**config.mk**
```make
export PLATFORM = sky130hd
export DESIGN_NAME = iene_core
export DESIGN_NICKNAME = d
export VERILOG_FILES = /design/src/shared/iene_pkg.sv /design/src/logic/iene_core.sv
export SDC_FILE = /design/constraint.sdc
export NUM_CORES = 1
export LEC_CHECK = 0
export ABC_AREA = 1
export BUFFER_PORTS_ARGS = -buffer_cell sky130_fd_sc_hd__buf_4
export CORE_MARGIN = 2
export CORE_UTILIZATION = 44
export DETAILED_ROUTE_END_ITERATION = 8
export PLACE_DENSITY = 0.61
export SLEW_MARGIN = 40
export SYNTH_ARGS = -nofsm -noshare
export SYNTH_HDL_FRONTEND = slang
export SYNTH_SLANG_ARGS = --single-unit
```
**constraint.sdc**
```tcl
create_clock -name pclk -period 5.14 [get_ports pclk]
set_input_delay 0.514 -clock pclk [delete_from_list [all_inputs] [get_ports pclk]]
set_output_delay 0.514 -clock pclk [all_outputs]
set_load 0.05 [all_outputs]
```
**src/shared/iene_pkg.sv**
```systemverilog
`default_nettype none
package iene_pkg;

	// ---------------------------------------------------------------
	// address map
	// ---------------------------------------------------------------
	localparam logic [11:0] REG_CTRL   = 12'h000;
	localparam logic [11:0] REG_STATUS = 12'h004;
	localparam logic [11:0] REG_PC     = 12'h008;
	localparam logic [11:0] REG_SSP    = 12'h00C;
	localparam logic [11:0] REG_LSP    = 12'h010;
	localparam logic [11:0] REG_BASE   = 12'h014;
	localparam logic [11:0] REG_POP    = 12'h018;

	// ---------------------------------------------------------------
	// control register bit positions (write 1 = execute)
	// ---------------------------------------------------------------
	localparam int CTL_UNMASK   = 0;
	localparam int CTL_MASKOFF  = 1;
	localparam int CTL_NMRET    = 2;
	localparam int CTL_NMRET_MR = 3;
	localparam int CTL_SETMIX   = 4;
	localparam int CTL_CLRMIX   = 5;
	localparam int CTL_LDAIR    = 6;
	localparam int CTL_BOUNDARY = 7;
	localparam int CTL_WIDE     = 8;

	// ---------------------------------------------------------------
	// status register bit positions
	// ---------------------------------------------------------------
	localparam int ST_LIVE   = 0;
	localparam int ST_SAVED  = 1;
	localparam int ST_MIXED  = 2;
	localparam int ST_WIDE   = 3;
	localparam int ST_PARITY = 4;
	localparam int ST_BUSY   = 5;
	localparam int ST_HOLD   = 6;
	localparam int ST_NMIS   = 7;
	localparam int ST_MIS    = 8;

	// ---------------------------------------------------------------
	// fixed values
	// ---------------------------------------------------------------
	localparam logic [23:0] NMI_VECTOR  = 24'h000066;
	localparam logic [7:0]  MODE_WIDE   = 8'h03;
	localparam logic [7:0]  MODE_SHORT  = 8'h02;
	localparam logic [31:0] RD_ZERO     = 32'h00000000;
	localparam logic [1:0]  CNT_ONE     = 2'h1;
	localparam logic [1:0]  CNT_TWO     = 2'h2;
	localparam logic [1:0]  CNT_THREE   = 2'h3;
	localparam logic [1:0]  CNT_ZERO    = 2'h0;

	typedef enum logic [2:0] {
		IENE_IDLE = 3'b000,
		IENE_PUSH = 3'b001,
		IENE_MODE = 3'b011,
		IENE_POPM = 3'b010,
		IENE_POPA = 3'b110
	} iene_state_type;

	// one memory write towards the stack
	typedef struct packed {
		logic        valid;
		logic [23:0] addr;
		logic [7:0]  data;
	} iene_mem_type;

endpackage
`default_nettype wire

```
**src/logic/iene_core.sv**
```systemverilog
`default_nettype none
module iene_core
	import iene_pkg::*;
(
	// clock and reset
	input  wire logic        pclk,
	input  wire logic        presetn,
	input  wire logic        clk_en,
	// apb slave
	input  wire logic        psel,
	input  wire logic        penable,
	input  wire logic        pwrite,
	input  wire logic [11:0] paddr,
	input  wire logic [31:0] pwdata,
	output logic             pready,
	output logic [31:0]      prdata,
	output logic             pslverr,
	// interrupt request pins
	input  wire logic        nmi_req_pin,
	input  wire logic        irq_req_pin,
	// stack memory write port and acknowledges
	output iene_mem_type     mem_wr,
	output logic             irq_ack,
	output logic             nmi_ack
);

	// ---------------------------------------------------------------
	// request synchronisers
	// ---------------------------------------------------------------
	logic [1:0] nmi_sync_r;
	logic [1:0] irq_sync_r;
	logic       nmi_prev_r;

	always_ff @(posedge pclk or negedge presetn) begin
		if (!presetn) begin
			nmi_sync_r <= 2'h0;
			irq_sync_r <= 2'h0;
			nmi_prev_r <= 1'b0;
		end else if (clk_en) begin
			nmi_sync_r <= {nmi_sync_r[0], nmi_req_pin};
			irq_sync_r <= {irq_sync_r[0], irq_req_pin};
			nmi_prev_r <= nmi_sync_r[1];
		end
	end

	// ---------------------------------------------------------------
	// register access decode
	// ---------------------------------------------------------------
	logic acc;
	logic wr;
	logic [31:0] wd;
	assign acc = psel && penable && clk_en;
	assign wr  = acc && pwrite;
	assign wd  = pwdata;

	logic do_unmask, do_maskoff, do_nmret, do_nmret_mr;
	logic do_setmix, do_clrmix, do_ldair, do_bound;
	assign do_unmask   = wr && paddr == REG_CTRL && wd[CTL_UNMASK];
	assign do_maskoff  = wr && paddr == REG_CTRL && wd[CTL_MASKOFF];
	assign do_nmret    = wr && paddr == REG_CTRL && wd[CTL_NMRET];
	assign do_nmret_mr = wr && paddr == REG_CTRL && wd[CTL_NMRET_MR];
	assign do_setmix   = wr && paddr == REG_CTRL && wd[CTL_SETMIX];
	assign do_clrmix   = wr && paddr == REG_CTRL && wd[CTL_CLRMIX];
	assign do_ldair    = wr && paddr == REG_CTRL && wd[CTL_LDAIR];
	assign do_bound    = wr && paddr == REG_CTRL && wd[CTL_BOUNDARY];

	// ---------------------------------------------------------------
	// architectural state
	// ---------------------------------------------------------------
	logic        live_irq_enable_flag_r;
	logic        saved_irq_enable_flag_r;
	logic        mixed_mode_control_r;
	logic        wide_address_mode_bit_r;
	logic        parity_r;
	logic        hold_r;
	logic        nmi_pend_r;
	logic [23:0] pc_r;
	logic [15:0] short_stack_pointer_r;
	logic [23:0] long_stack_pointer_r;
	logic [7:0]  upper_address_base_r;
	logic [7:0]  pop_byte_r;
	iene_state_type state_r;
	logic [1:0]  cnt_r;
	logic        use_long_r;
	logic        push_mode_r;
	logic        pop_wide_r;

	logic busy;
	logic take_nmi;
	logic take_irq;
	assign busy = state_r != IENE_IDLE;
	// nonmaskable first, only at a boundary
	// boundary sampling priority
	assign take_nmi = do_bound && !busy && (nmi_pend_r || (nmi_sync_r[1] && !nmi_prev_r));
	assign take_irq = do_bound && !busy && !take_nmi && irq_sync_r[1]
		&& live_irq_enable_flag_r && !hold_r;

	// edge seen while busy or between boundaries is remembered
	// nonmaskable never lost
	always_ff @(posedge pclk or negedge presetn) begin
		if (!presetn) begin
			nmi_pend_r <= 1'b0;
		end else if (clk_en) begin
			// a fresh edge behind a taken pending one must stay pending
			if (nmi_sync_r[1] && !nmi_prev_r && (nmi_pend_r || !take_nmi)) begin
				nmi_pend_r <= 1'b1;
			end else if (take_nmi) begin
				nmi_pend_r <= 1'b0;
			end
		end
	end

	// ---------------------------------------------------------------
	// enable flags
	// ---------------------------------------------------------------
	// reset clears both
	always_ff @(posedge pclk or negedge presetn) begin
		if (!presetn) begin
			live_irq_enable_flag_r  <= 1'b0;
			saved_irq_enable_flag_r <= 1'b0;
		end else if (clk_en) begin
			if (take_nmi) begin
				saved_irq_enable_flag_r <= live_irq_enable_flag_r;
				live_irq_enable_flag_r  <= 1'b0;
			end else if (take_irq) begin
				live_irq_enable_flag_r  <= 1'b0;
				saved_irq_enable_flag_r <= 1'b0;
			end else if ((do_nmret || do_nmret_mr) && !busy) begin
				live_irq_enable_flag_r <= saved_irq_enable_flag_r;
			end else if (do_unmask) begin
				live_irq_enable_flag_r  <= 1'b1;
				saved_irq_enable_flag_r <= 1'b1;
			end else if (do_maskoff) begin
				live_irq_enable_flag_r  <= 1'b0;
				saved_irq_enable_flag_r <= 1'b0;
			end
		end
	end

	// one further boundary must pass before maskable acceptance
	// one-instruction delay
	always_ff @(posedge pclk or negedge presetn) begin
		if (!presetn) begin
			hold_r <= 1'b0;
		end else if (clk_en) begin
			if (do_unmask) begin
				hold_r <= 1'b1;
			end else if (do_bound) begin
				hold_r <= 1'b0;
			end
		end
	end

	always_ff @(posedge pclk or negedge presetn) begin
		if (!presetn) begin
			parity_r <= 1'b0;
		end else if (clk_en && do_ldair) begin
			parity_r <= saved_irq_enable_flag_r;
		end
	end

	always_ff @(posedge pclk or negedge presetn) begin
		if (!presetn) begin
			mixed_mode_control_r <= 1'b0;
		end else if (clk_en) begin
			if (do_setmix) begin
				mixed_mode_control_r <= 1'b1;
			end else if (do_clrmix) begin
				mixed_mode_control_r <= 1'b0;
			end
		end
	end

	// ---------------------------------------------------------------
	// entry and return sequencer, one stack byte per cycle
	// ---------------------------------------------------------------
	logic [7:0] push_byte;
	always_comb begin
		unique case (cnt_r)
			CNT_THREE: push_byte = pc_r[23:16];
			CNT_TWO:   push_byte = pc_r[15:8];
			default:   push_byte = pc_r[7:0];
		endcase
	end

	always_ff @(posedge pclk or negedge presetn) begin
		if (!presetn) begin
			state_r                 <= IENE_IDLE;
			cnt_r                   <= CNT_ZERO;
			use_long_r              <= 1'b0;
			push_mode_r             <= 1'b0;
			pop_wide_r              <= 1'b0;
			wide_address_mode_bit_r <= 1'b0;
			pc_r                    <= 24'h000000;
			short_stack_pointer_r   <= 16'h0000;
			long_stack_pointer_r    <= 24'h000000;
			upper_address_base_r    <= 8'h00;
			mem_wr                  <= '0;
		end else if (clk_en) begin
			mem_wr.valid <= 1'b0;
			if (wr && !busy && paddr == REG_PC) begin
				pc_r <= wd[23:0];
			end
			if (wr && !busy && paddr == REG_SSP) begin
				short_stack_pointer_r <= wd[15:0];
			end
			if (wr && !busy && paddr == REG_LSP) begin
				long_stack_pointer_r <= wd[23:0];
			end
			if (wr && !busy && paddr == REG_BASE) begin
				upper_address_base_r <= wd[7:0];
			end
			if (wr && !busy && paddr == REG_CTRL && wd[CTL_WIDE]) begin
				wide_address_mode_bit_r <= 1'b1;
			end
			unique case (state_r)
				IENE_IDLE: begin
					if (take_nmi || take_irq) begin
						state_r     <= IENE_PUSH;
						use_long_r  <= wide_address_mode_bit_r || mixed_mode_control_r;
						push_mode_r <= mixed_mode_control_r;
						cnt_r       <= wide_address_mode_bit_r ? CNT_THREE : CNT_TWO;
					end else if (do_nmret_mr) begin
						state_r <= IENE_POPM;
					end else if (do_nmret) begin
						state_r    <= IENE_POPA;
						pop_wide_r <= wide_address_mode_bit_r;
						cnt_r      <= wide_address_mode_bit_r ? CNT_THREE : CNT_TWO;
					end
				end
				IENE_PUSH: begin
					mem_wr.valid <= 1'b1;
					mem_wr.data  <= push_byte;
					if (use_long_r) begin
						mem_wr.addr          <= long_stack_pointer_r - 24'h000001;
						long_stack_pointer_r <= long_stack_pointer_r - 24'h000001;
					end else begin
						mem_wr.addr           <= {upper_address_base_r,
							short_stack_pointer_r - 16'h0001};
						short_stack_pointer_r <= short_stack_pointer_r - 16'h0001;
					end
					cnt_r <= cnt_r - CNT_ONE;
					if (cnt_r == CNT_ONE) begin
						state_r <= push_mode_r ? IENE_MODE : IENE_IDLE;
						if (!push_mode_r) begin
							pc_r <= wide_address_mode_bit_r ? NMI_VECTOR
								: {pc_r[23:16], NMI_VECTOR[15:0]};
						end
					end
				end
				IENE_MODE: begin
					mem_wr.valid         <= 1'b1;
					mem_wr.addr          <= long_stack_pointer_r - 24'h000001;
					mem_wr.data          <= wide_address_mode_bit_r ? MODE_WIDE : MODE_SHORT;
					long_stack_pointer_r <= long_stack_pointer_r - 24'h000001;
					wide_address_mode_bit_r <= 1'b1;
					pc_r                    <= NMI_VECTOR;
					state_r                 <= IENE_IDLE;
				end
				IENE_POPM: begin
					wide_address_mode_bit_r <= pop_byte_r == MODE_WIDE;
					pop_wide_r              <= pop_byte_r == MODE_WIDE;
					long_stack_pointer_r    <= long_stack_pointer_r + 24'h000001;
					cnt_r                   <= pop_byte_r == MODE_WIDE ? CNT_THREE : CNT_TWO;
					state_r                 <= IENE_POPA;
				end
				IENE_POPA: begin
					// popped address bytes are not loaded into the pc; only the stack pointer advances
					if (pop_wide_r) begin
						long_stack_pointer_r <= long_stack_pointer_r + 24'h000001;
					end else begin
						short_stack_pointer_r <= short_stack_pointer_r + 16'h0001;
					end
					cnt_r <= cnt_r - CNT_ONE;
					if (cnt_r == CNT_ONE) begin
						state_r <= IENE_IDLE;
					end
				end
				default: state_r <= IENE_IDLE;
			endcase
		end
	end

	// byte that software presents as the next stack read
	always_ff @(posedge pclk or negedge presetn) begin
		if (!presetn) begin
			pop_byte_r <= 8'h00;
		end else if (clk_en && wr && paddr == REG_POP) begin
			pop_byte_r <= wd[7:0];
		end
	end

	// ---------------------------------------------------------------
	// acknowledges and apb read path
	// ---------------------------------------------------------------
	always_ff @(posedge pclk or negedge presetn) begin
		if (!presetn) begin
			irq_ack <= 1'b0;
			nmi_ack <= 1'b0;
			pready  <= 1'b0;
			pslverr <= 1'b0;
			prdata  <= RD_ZERO;
		end else if (clk_en) begin
			irq_ack <= take_irq;
			nmi_ack <= take_nmi;
			// no wait state: answer registered on the setup cycle
			pready  <= psel && !penable;
			pslverr <= 1'b0;
			prdata  <= RD_ZERO;
			if (psel && !penable && !pwrite) begin
				unique case (paddr)
					REG_STATUS: begin
						prdata[ST_LIVE]   <= live_irq_enable_flag_r;
						prdata[ST_SAVED]  <= saved_irq_enable_flag_r;
						prdata[ST_MIXED]  <= mixed_mode_control_r;
						prdata[ST_WIDE]   <= wide_address_mode_bit_r;
						prdata[ST_PARITY] <= parity_r;
						prdata[ST_BUSY]   <= busy;
						prdata[ST_HOLD]   <= hold_r;
						prdata[ST_NMIS]   <= nmi_pend_r;
						prdata[ST_MIS]    <= irq_sync_r[1];
					end
					REG_PC:   prdata[23:0] <= pc_r;
					REG_SSP:  prdata[15:0] <= short_stack_pointer_r;
					REG_LSP:  prdata[23:0] <= long_stack_pointer_r;
					REG_BASE: prdata[7:0]  <= upper_address_base_r;
					REG_POP:  prdata[7:0]  <= pop_byte_r;
					REG_CTRL: prdata       <= RD_ZERO;
					default:  pslverr      <= 1'b1;
				endcase
			end
		end
	end

endmodule
`default_nettype wire

```
Word level (Yosys, flattened, before mapping):

Cells that the tools add are included.

* register bits: 169
* input bits: 52
* output and inout port bits: 69

* $add $sub $neg: 5
* equality and inequality tests: 24
* multiplexer cells: 57
* reductions and logical operators: 71

Operators with widths (number)
* two-way mux 24 bit: 9
* case mux 24 bit (4 select lines): 1
* case mux 33 bit (2 select lines): 1
* two-way mux 16 bit: 3
* case mux 24 bit (2 select lines): 1
* case mux 8 bit (6 select lines): 1
* equality test 12 x 5 -> 1 bit, second input constant: 3
* logical AND 1 bit: 33
* case mux 16 bit (2 select lines): 1
* case mux 8 bit (2 select lines): 2
* adder 24 x 1 -> 24 bit, second input constant: 1
* equality test 12 x 4 -> 1 bit, second input constant: 2
* subtractor 24 x 1 -> 24 bit, second input constant: 1
* two-way mux 1 bit: 23
* case mux 7 bit (3 select lines): 1
* adder 16 x 1 -> 16 bit, second input constant: 1
* AND reduction 2 bit: 8
* subtractor 16 x 1 -> 16 bit, second input constant: 1
* two-way mux 3 bit: 5
* equality test 12 x 3 -> 1 bit, second input constant: 1
* zero test 12 bit: 1
* case mux 3 bit (4 select lines): 1
* != test 2 bit, second input constant: 5
* nonzero test 2 bit: 5
* 24 further kinds: 46

Longest topological paths before layout:

Gate-level depths: netlist of run 1.

* depth after elaboration: 15
* gate-level depth with buffers: 13

Worst setup path before layout of run 1:

OpenSTA, ideal clock, no wires.

* path kind: input -> register
* start: in paddr[11]
* end: reg pslverr
* arrival: 1675 ps
* data required time: 5018 ps
* path slack: 3344 ps
* cell stages on the path: 9
* path buffers: 2
* path through: nor2_1 nand2_2 nor2_4 nand2_1 buf_2 buf_2 nand3_1 nor2_1 a32o_1

* longest elaborated chain between the ends: 4
* elaborated cells between the ends (all ways): 10
* classes of those cells: eq/ne (6); mux (2); reduce/logical (2)

Ends and longest elaborated chain
* from (decl): RTL line iene_core.sv:13 `input wire logic [11:0] paddr,`
* equality test 12 x 4 -> 1 bit, or another cell as far along: RTL line iene_core.sv:311 `unique case (paddr)`
* OR reduction 7 bit (no source line) (*)
* two-way mux 1 bit (*): RTL line iene_core.sv:311
* two-way mux 1 bit (*): RTL line iene_core.sv:310 `if (psel && !penable && !pwrite) begin`
* to (signal assigned): RTL line iene_core.sv:301 `pslverr <= 1'b0;`
* to (signal assigned): RTL line iene_core.sv:308 `pslverr <= 1'b0;`
* to (signal assigned): RTL line iene_core.sv:329 `default: pslverr <= 1'b1;`
* to (decl): RTL line iene_core.sv:17 `output logic pslverr,`

Mark *: on every way between the ends. The rest lies on a longest branch, timed or not.
A chain may end at the register's enable or synchronous reset.

Worst setup path in the final report of run 1:

* start: reg state_r[1]
* end: reg short_stack_pointer_r[7]

* longest elaborated chain between the ends: 7
* elaborated cells between the ends (all ways): 10
* classes of those cells: eq/ne (2); mux (4); reduce/logical (4)

Ends and longest elaborated chain
* from (decl): RTL line iene_core.sv:82 `iene_state_type state_r;`
* from (signal assigned): RTL line iene_core.sv:244 `state_r <= push_mode_r ? IENE_MODE : IENE_IDLE;`
* nonzero test 3 bit: RTL line iene_core.sv:91 `assign busy = state_r != IENE_IDLE;`
* zero test 1 bit: RTL line iene_core.sv:204 `if (wr && !busy && paddr == REG_SSP) begin`
* logical AND 1 bit (2 in series): RTL line iene_core.sv:204
* two-way mux 16 bit: RTL line iene_core.sv:204
* two-way mux 16 bit, on equally long branches: RTL line iene_core.sv:269, iene_core.sv:234
* case mux 16 bit (2 select lines) (*): RTL line iene_core.sv:216 `unique case (state_r)`
* to (signal assigned): RTL line iene_core.sv:205 `short_stack_pointer_r <= wd[15:0];`
* to (signal assigned): RTL line iene_core.sv:240 `short_stack_pointer_r <= short_stack_pointer_r - 16'h0001;`
* to (signal assigned): RTL line iene_core.sv:272 `short_stack_pointer_r <= short_stack_pointer_r + 16'h0001;`
* to (decl): RTL line iene_core.sv:78 `logic [15:0] short_stack_pointer_r;`

Marked as above.

==> results.yml, run 1 <==
status:
  outcome: "finished, final reports clean"
die:
  die_x_um: 162
  ioPinCount: 121
  die_h_um: 162
  coreArea_mm2: 0.0244
  rows: 57
  dieArea_mm2: 0.0262
  start_util_pct: 45.0
grt:
  grt_max_degree: 75
  grt_usage_pct: 33.0
  grt_pass1_wl_um: 65200
  grt_pass1_vias: 10725
  antenna_found_initial: 0
  grt_remaining_overflow: 0
placed_design:
  place_hpwl_um: 31500
  gp_congestion: 0.975
  dp_cells: 1940
  portBuffers: 104
  postPlaceCellArea_mm2: 0.0119
yosys:
  synth_area_leaders: "dfrtp_1 37%, nand2_1 14%, o21ai_0 6.9%"
  netlist.area_leader.share_pct: 36.7
  yosys_warnings: 0
  synth_seq_cells: 161
  synth-edff-count: 0
  yosys.area.top_type: "dfrtp_1"
  seq_area_frac_synth_pct: 36.7
  synth_cell_types: 56
  synthArstFlopShare_pct: 100
  postSynthAreaPerCell_um2: 6.96
  ys.flop_type: "dfrtp_1"
  syn-instance-count: 1576
  synth_area_mm2: 0.0110
power:
  vdd_drop_max_v: 0.000256
  power_uw: 6050
  power.leakage_uw: 0.00602
  power_density_mw_per_mm2: 485
clocking:
  cts_hold_buf: 0
  htreeDepth: 4
  cts_buffers: 17
  cts_tree: "done"
  clk_latency_ps: 460
  postCtsResizedCells: 0
  clockRootBuffer: "clkbuf_16"
  clk_pin_slew_ps: 90
  post_cts_buffers: 0
  cts_buffer_depth: 2
  cts_sinks: 161
timing:
  skew_ps: 19.1
  rsz0062_at_grt: "false"
  finalHoldViolCount: 0
  finalCritPeriodShare_pct: 57.0
  fin_crit_ps: 2930
  worst_hold_slack_ps: 103
  tightest_slew_ps: 843
  max_slew_margin_pct: 43.7
  tns_ps: 0
  setup_viol: 0
  final_max_slew_viol_count: 0
  fmax_mhz: 341
routing:
  drt_iter0_drc: 1540
  via_count: 11547
  drc: 0
  wl_um: 42800
  ant_nets: 0
  viasPerCell: 5.86
  wl_per_cell_um: 21.7
  first_pass_iters: 6
layout:
  drive_gt1_share_pct: 12.9
  synthToLayoutAreaGrowth_pct: 13.8
  final_nets: 1694
  finalNonFillerCells: 1972
  stdcell_area_mm2: 0.0125
  nFillCells: 2468
  diodes: 0
run:
  max_cap_violations: 0
worst_setup_path:
  path_class: "flop to flop"
  start_kind: "flop"
  required_ps: 5460
  crit_path_end_kind: "flop"
  arrival_ps: 3250
  worstPathMaxFanout: 21
worst_hold_path:
  hold_class: "input port to async pin"
[worst max-delay path, stage by stage (launching register included)]
cell and delay (ps):
dfrtp_1 440, inv_1 220, nand2_2 450, nor2_4 480
inv_2 190, nand2_1 310, inv_1 200, o21ai_0 350
a31oi_1 130
[where the power goes]
part	leakage, uW	internal (uW)	switching, uW	total (uW)
Clock	0.000302	671	692	1360
Sequential	0.00200	1570	439	2010
Combinational	0.00372	798	1880	2680
[synth_stat cells, types with 11 or more instances]
cell	number
nor3_1	25
nor2_1	136
nand2_1	401
buf_4	15
nand3_1	116
a22o_1	15
a22oi_1	14
o221ai_1	11
nand4_1	16
dfrtp_1	161
o211ai_1	15
buf_2	24
a21oi_1	79
inv_1	170
nor2_2	12
clkbuf_1	38
o21ai_1	14
o21ai_0	151
xor2_1	20
nor2_4	11
o22ai_1	26
[flip-flops by register name, indices dropped and copies added (netlist names), 2 cells and up]
signal	cells
state_r	3
nmi_sync_r	2
pc_r	24
prdata	24
pop_byte_r	8
irq_sync_r	2
upper_address_base_r	8
long_stack_pointer_r	24
mem_wr	33
cnt_r	2
short_stack_pointer_r	16
[final cells by class]
class | count | area [um2] | share of cell area, %
clock buffers | 17 | 425 | 3.41
clock inverters | 15 | 196 | 1.57
inverters | 180 | 678 | 5.43
multi-input cells | 1160 | 5880 | 47.1
flip-flops and latches | 161 | 4030 | 32.3
well taps | 324 | 405 | 3.25
repair buffers | 115 | 867 | 6.95
[layer usage]
metal	part of all wire, %	vias up	global-route usage (%)
li1	-	5370	-
met1	43	5452	47.0
met2	43	643	49.8
met3	9.9	82	6.13
met4	3.8	0	12.8
met5	0	-	0
[per-stage QoR]
step / worst slack [ps] / utilization [%]
after floorplan: 3340 / -
after global placement: 1850 / 48.6
after detailed placement: 2100 / 48.6
after CTS: 2300 / 51.2
after global routing: 2070 / 51.2
final: 2210 / 51.2
[path summary, 6_finish.rpt]
| check | start | end | slack [ps] | cells past startpoint |
|---|---|---|---|---|
| worst max-delay path | state_r[1] | short_stack_pointer_r[7] | 2210 | 8 |
| max in group asynchronous | presetn | pop_byte_r[3] | 3900 | 2 |
| worst max register to register | state_r[1] | short_stack_pointer_r[7] | 2210 | 8 |
| min in group pclk | nmi_req_pin | nmi_sync_r[0] | 250 | 3 |
| worst min-delay path | presetn | short_stack_pointer_r[11] | 100 | 1 |
| worst min register to register | irq_sync_r[0] | irq_sync_r[0] | 480 | 2 |
[cell usage in the layout (no fill, tap or decap), types with 11 or more instances in the layout]
cell | netlist | routed
nor2_1 | 136 | 135
o22ai_1 | 26 | 26
o211ai_1 | 15 | 15
xor2_1 | 20 | 20
clkbuf_16 | 0 | 17
o21ai_0 | 151 | 151
dfrtp_1 | 161 | 161
o221ai_1 | 11 | 11
nor3_1 | 25 | 25
a21oi_1 | 79 | 79
o21ai_1 | 14 | 14
a22oi_1 | 14 | 14
inv_1 | 170 | 169
nand3_1 | 116 | 116
nor2_4 | 11 | 12
nor2_2 | 12 | 12
a22o_1 | 15 | 15
nand4_1 | 16 | 16
nand2_1 | 401 | 401
buf_4 | 15 | 114
[cell families (layout without fill, tap and decap cells)]
kind of cell               count (synthesis)  after routing  share of synthesized area (%)
xor gates and xnor gates                  22             22                           1.76
other                                      1              8                         0.0342
AOI/OAI and AO/OA                        374            374                           20.3
and+or+nand+nor                          749            749                           30.4
buffers and inverters                    262            327                           9.94
DFF                                      161            161                           36.7
adders and majority gates                  7              7                          0.799
Note: power is estimated with default switching activity, not from simulation.
==> inputs of run 2 (changes only) <==
--- a/config.mk
+++ b/config.mk
@@ -5,7 +5,7 @@
 export SDC_FILE = /design/constraint.sdc
 export NUM_CORES = 1
 export LEC_CHECK = 0
-export ABC_AREA = 1
+export ABC_AREA = 0
 export BUFFER_PORTS_ARGS = -buffer_cell sky130_fd_sc_hd__buf_4
 export CORE_MARGIN = 2
 export CORE_UTILIZATION = 44
==> constraint.sdc (replaced) <==
create_clock -name pclk -period 2.7 [get_ports pclk]
set_input_delay 0.27 -clock pclk [delete_from_list [all_inputs] [get_ports pclk]]
set_output_delay 0.27 -clock pclk [all_outputs]
set_load 0.05 [all_outputs]
==> results.yml, run 2 <==
yosys:
  yosys.area.top_type: "dfrtp_1"
  netlist.area_leader.share_pct: 39.0
  synth_area_leaders: "dfrtp_1 39%, nand2_1 5.6%, a21oi_1 4.3%"
  synth_cell_types: 83
  synth_most_common_cell: "dfrtp_1"
  postSynthAreaPerCell_um2: 8.61
  synth_seq_cells: 161
  synthArstFlopShare_pct: 100
  yosys_warnings: 0
  syn-instance-count: 1201
  seq_area_frac_synth_pct: 39.0
  synthTopCellsByCount: "161 x dfrtp_1, 153 x nand2_1, 88 x a21oi_1"
  synth_area_mm2: 0.0103
  ys.flop_type: "dfrtp_1"
  synth-edff-count: 0
layout:
  synthToLayoutAreaGrowth_pct: 21.9
  final_nets: 1391
  largest_register: "mem_wr"
  regArea_mm2: 0.00403
  final_cell_mix: "212 x buf_4, 161 x dfrtp_1, 153 x nand2_1, 88 x a21oi_1, 85 x nor2_1"
  nFillCells: 2223
  multi_input_area_mm2: 0.00576
  final_common_cell: "buf_4"
  drive_gt1_share_pct: 23.0
  diodes: 0
  largest_reg_flops: 33
clocking:
  cts_buffer_depth: 2
  cts_buffers: 17
  cts_tree: "done"
  clk_pin_slew_ps: 70
  cts_sinks: 161
  postCtsResizedCells: 0
  clockRootBuffer: "clkbuf_16"
  clk_latency_ps: 440
  htreeDepth: 4
die:
  die_x_um: 157
  die_h_um: 157
  start_util_pct: 44.4
  dieArea_mm2: 0.0247
  coreArea_mm2: 0.0233
  ioPinCount: 121
  rows: 56
routing:
  highest_layer: "met5"
  wl_um: 41000
  drc: 0
  drt_iter0_drc: 1371
  viasPerCell: 6.35
  first_pass_iters: 8
  wl_per_cell_um: 24.6
  route.layer.met1.wl_um: 17000
  wl_met3_um: 3880
  wl_met2_um: 18600
  via_count: 10573
  ant_nets: 0
timing:
  rsz0062_at_grt: "false"
  tns_ps: 0
  finalHoldViolCount: 0
  fmax_mhz: 383
  fin_crit_ps: 2610
  skew_ps: 13.2
  tightest_slew_ps: 848
  max_slew_margin_pct: 42.8
  finalCritPeriodShare_pct: 96.6
  worst_hold_slack_ps: 58.0
  final_max_slew_viol_count: 0
  setup_viol: 0
power:
  power.leakage_uw: 0.00539
  vdd_drop_max_v: 0.000380
  power_density_mw_per_mm2: 849
placed_design:
  place_hpwl_um: 30300
  portBuffers: 104
  gp_congestion: 0.932
grt:
  grt_max_degree: 64
  grt_usage_pct: 33.6
  grt_pass1_vias: 9988
  antenna_found_initial: 1
  grt_pass1_wl_um: 61700
  grt_remaining_overflow: 0
worst_setup_path:
  crit_end: "mem_wr[21]"
  crit_path_end_kind: "flop"
  path_class: "flop to flop"
  arrival_ps: 2920
  required_ps: 3010
  r2r_slack_ps: 90
  worstPathMaxFanout: 6
  crit_start: "short_stack_pointer_r[0]"
  start_kind: "flop"
  reg2reg_from: "short_stack_pointer_r[0]"
  ff2ff_path_depth: 6
  reg2reg_to: "mem_wr[21]"
run:
  max_cap_violations: 0
worst_hold_path:
  hold_class: "input port to flop"
status:
  outcome: "finished, final reports clean"
-- run 2: cell types whose count changed after synthesis, sizes merged, moves of 29 or more --
cell / before / now
nand3: 123 / 32
nand2: 412 / 155
o2bb2ai: 0 / 33
inv: 179 / 26
nor2: 160 / 88
clkbuf: 40 / 84
o21ai: 168 / 86
xnor2: 2 / 31
-- run 2: critical path: stages, from the launching register on --
cell and delay [ps]:
dfrtp_1 470, or4_1 680, nor3_1 430, a41o_1 280
a31oi_1 120, o22ai_1 370, o21ai_0 130
-- run 2: cells by family (layout without fill, tap and decap cells) --
family                     after synthesis  in the layout  synth area share (%)
other                                    1              8                0.0363
muxes                                   44             44                  4.58
buffers and inverters                  140            277                  5.79
DFF                                    161            161                  39.0
xor gates and xnor gates                41             41                  3.47
adders and majority gates                7              7                 0.847
and+or+nand+nor                        414            414                  20.4
AOI/OAI and AO/OA                      393            393                  25.9
-- run 2: where the power goes --
group | internal, uW | switching, uW | leakage [uW]
clock network | 1330 | 1210 | 0.000292
logic | 1720 | 3050 | 0.00297
registers | 2840 | 546 | 0.00212
-- run 2: area by class of cell --
type,instances,area share (%)
Inverter,26,0.775
Sequential cell,161,32.0
Timing Repair Buffer,219,13.6
Multi-Input combinational cell,907,45.7
Tap cell,319,3.17
Clock buffer,17,3.38
Clock inverter,15,1.43
-- run 2: routing by layer --
metal	up-vias	GRT usage, %
met2	642	53.1
met5	-	0
li1	4705	-
met4	2	12.6
met1	5124	47.2
met3	100	4.43
-- run 2: how the worst min path moves through the flow --
stage | start | cells past startpoint | end
final | irq_req_pin | 2 | irq_sync_r[0]
after global routing | nmi_req_pin | 2 | nmi_sync_r[0]
after CTS | irq_req_pin | 2 | irq_sync_r[0]
after detailed placement | presetn | 1 | mem_wr[25]
after global placement | presetn | 1 | long_stack_pointer_r[15]
after floorplan | presetn | 0 | cnt_r[0]
-- run 2: metrics by stage --
stage                     cells  setup slack [ps]  instance area [um2]  power [uW]  utilization [%]
final                      1664              91.0                12600       10700             54.2
after global routing       1664              21.1                12600       11200             54.2
after CTS                  1664               156                12600       10600             54.1
after detailed placement   1631              66.3                12000        8060             51.5
after global placement     1631               101                12000        8020             51.5
after floorplan            1208              56.0                10400        6250                -
-- run 2: timing repair --
item                                   CTS  global route
setup buffers                            0             0
endpoints found under the hold margin   59             0
hold buffers                             1             0
==> inputs of run 3 (changes only) <==
--- a/config.mk
+++ b/config.mk
@@ -7,10 +7,12 @@
 export LEC_CHECK = 0
 export ABC_AREA = 0
 export BUFFER_PORTS_ARGS = -buffer_cell sky130_fd_sc_hd__buf_4
+export CELL_PAD_IN_SITES_DETAIL_PLACEMENT = 1
+export CELL_PAD_IN_SITES_GLOBAL_PLACEMENT = 1
 export CORE_MARGIN = 2
 export CORE_UTILIZATION = 44
 export DETAILED_ROUTE_END_ITERATION = 8
-export PLACE_DENSITY = 0.61
+export PLACE_DENSITY = 0.77
 export SLEW_MARGIN = 40
 export SYNTH_ARGS = -nofsm -noshare
 export SYNTH_HDL_FRONTEND = slang
==> results.yml, run 3 (same netlist as run 2, synthesis figures left out) <==
layout:
  stdcell_area_mm2: 0.0128
  final_common_cell: "buf_4"
  nFillCells: 2780
  drive_gt1_share_pct: 24.1
  diodes: 0
  largest_register: "mem_wr"
  regArea_mm2: 0.00403
  final_cell_mix: "224 x buf_4, 161 x dfrtp_1, 153 x nand2_1, 88 x a21oi_1, 85 x nor2_1"
  final_nets: 1407
  multi_input_area_mm2: 0.00576
  synthToLayoutAreaGrowth_pct: 23.8
  largest_reg_flops: 33
routing:
  drc: 0
  viasPerCell: 6.54
  ant_nets: 0
  drt_iter0_drc: 1302
  wl_um: 45100
  wl_per_cell_um: 26.9
  first_pass_iters: 5
  via_count: 10985
placed_design:
  postPlaceCellArea_mm2: 0.0121
  place_hpwl_um: 33000
  portBuffers: 104
  gp_congestion: 0.983
timing:
  final_max_slew_viol_count: 0
  finalCritPeriodShare_pct: 97.5
  finalHoldViolCount: 0
  rsz0062_at_grt: "true"
  fin_crit_ps: 2630
  max_slew_margin_pct: 41.8
  fmax_mhz: 380
  skew_ps: 18.4
  setup_viol: 0
  tightest_slew_ps: 864
grt:
  grt_max_degree: 68
  grt_remaining_overflow: 0
  grt_pass1_wl_um: 67900
  antenna_found_initial: 1
  grt_pass1_vias: 11007
  grt_usage_pct: 37.0
worst_setup_path:
  crit_path_end_kind: "flop"
  start_kind: "flop"
  r2r_slack_ps: 70
  required_ps: 3020
  arrival_ps: 2950
  worstPathMaxFanout: 10
  path_class: "flop to flop"
worst_hold_path:
  hold_class: "input port to flop"
clocking:
  post_cts_buffers: 0
  clk_pin_slew_ps: 80
  cts_buffers: 17
  cts_sinks: 161
  clockRootBuffer: "clkbuf_16"
  cts_tree: "done"
  htreeDepth: 4
  clk_latency_ps: 450
  cts_buffer_depth: 2
power:
  power_uw: 11100
  power.leakage_uw: 0.00549
  power_density_mw_per_mm2: 867
  vdd_drop_max_v: 0.000489
die:
  coreArea_mm2: 0.0233
  die_x_um: 157
  ioPinCount: 121
  rows: 56
  start_util_pct: 44.4
  dieArea_mm2: 0.0247
  die_h_um: 157
run:
  max_cap_violations: 0
status:
  outcome: "finished, final reports clean"
==> run 3: cell types whose count changed in the layout (fill, tap and decap cells not counted), moves of 2 or more <==
cell	before	now
buf_4	212	224
buf_12	5	9
inv_12	0	4
clkinv_8	2	4
clkinvlp_4	2	0
inv_8	6	4
==> run 3: worst paths after layout <==
path,from,to,cells past startpoint
max in group asynchronous,presetn,pc_r[9],3
worst max register to register,state_r[1],state_r[2],8
min in group asynchronous,presetn,long_stack_pointer_r[9],2
worst min register to register,mem_wr[19],mem_wr[19],2
worst max-delay path,state_r[1],state_r[2],8
worst min-delay path,nmi_req_pin,nmi_sync_r[0],2
==> run 3: timing repair <==
item                                   in CTS  in global routing
endpoints found under the hold margin      64                  0
gates resized for setup                     0                  3
hold buffers                                1                  0
setup endpoints to repair                   0                  5
==> run 3: cell type report <==
type | instances | share of cell area [%]
multi-input combinational | 907 | 45.0
inverter | 26 | 0.763
clock inverter | 15 | 1.57
tap | 319 | 3.12
clock buffer | 17 | 3.32
timing repair buffer | 235 | 14.7
sequential | 161 | 31.5
==> run 3: report_power, final <==
part           switching, uW  total [uW]  internal (uW)
clock                   1320        2610           1290
sequential               500        3340           2840
combinational           3340        5140           1800
total                   5160       11100           5940
==> run 3: metal layers <==
layer  track usage [%]  share of wire (%)  vias to the layer above
met3              6.64                 10                      135
met5                 0                  0                        -
met1              51.0                 41                     5496
met4              17.7                4.8                        0
met2              56.3                 45                      632
li1                  -                  -                     4722
==> run 3: per-stage QoR <==
step           worst slack [ps]  cells  hold WS (ps)  util (%)  TNS [ps]
2_1_floorplan              56.0   1208         -25.6         -         0
3_3_place_gp               43.5   1647           344      52.2         0
3_5_place_dp               11.6   1647           348      52.2         0
4_1_cts                    61.4   1680          43.7      55.0         0
5_1_grt                   -28.9   1680          52.6      55.0     -46.8
6_report                   66.9   1680          53.7      55.0         0
==> run 3: critical path, cell delays in order (launching register included) <==
cell and delay (ps):
dfrtp_1 490, buf_4 230, buf_4 170, and3b_1 250, buf_4 190, nor2_1 420, o21a_1 230, o21ai_0 250
a21o_1 270
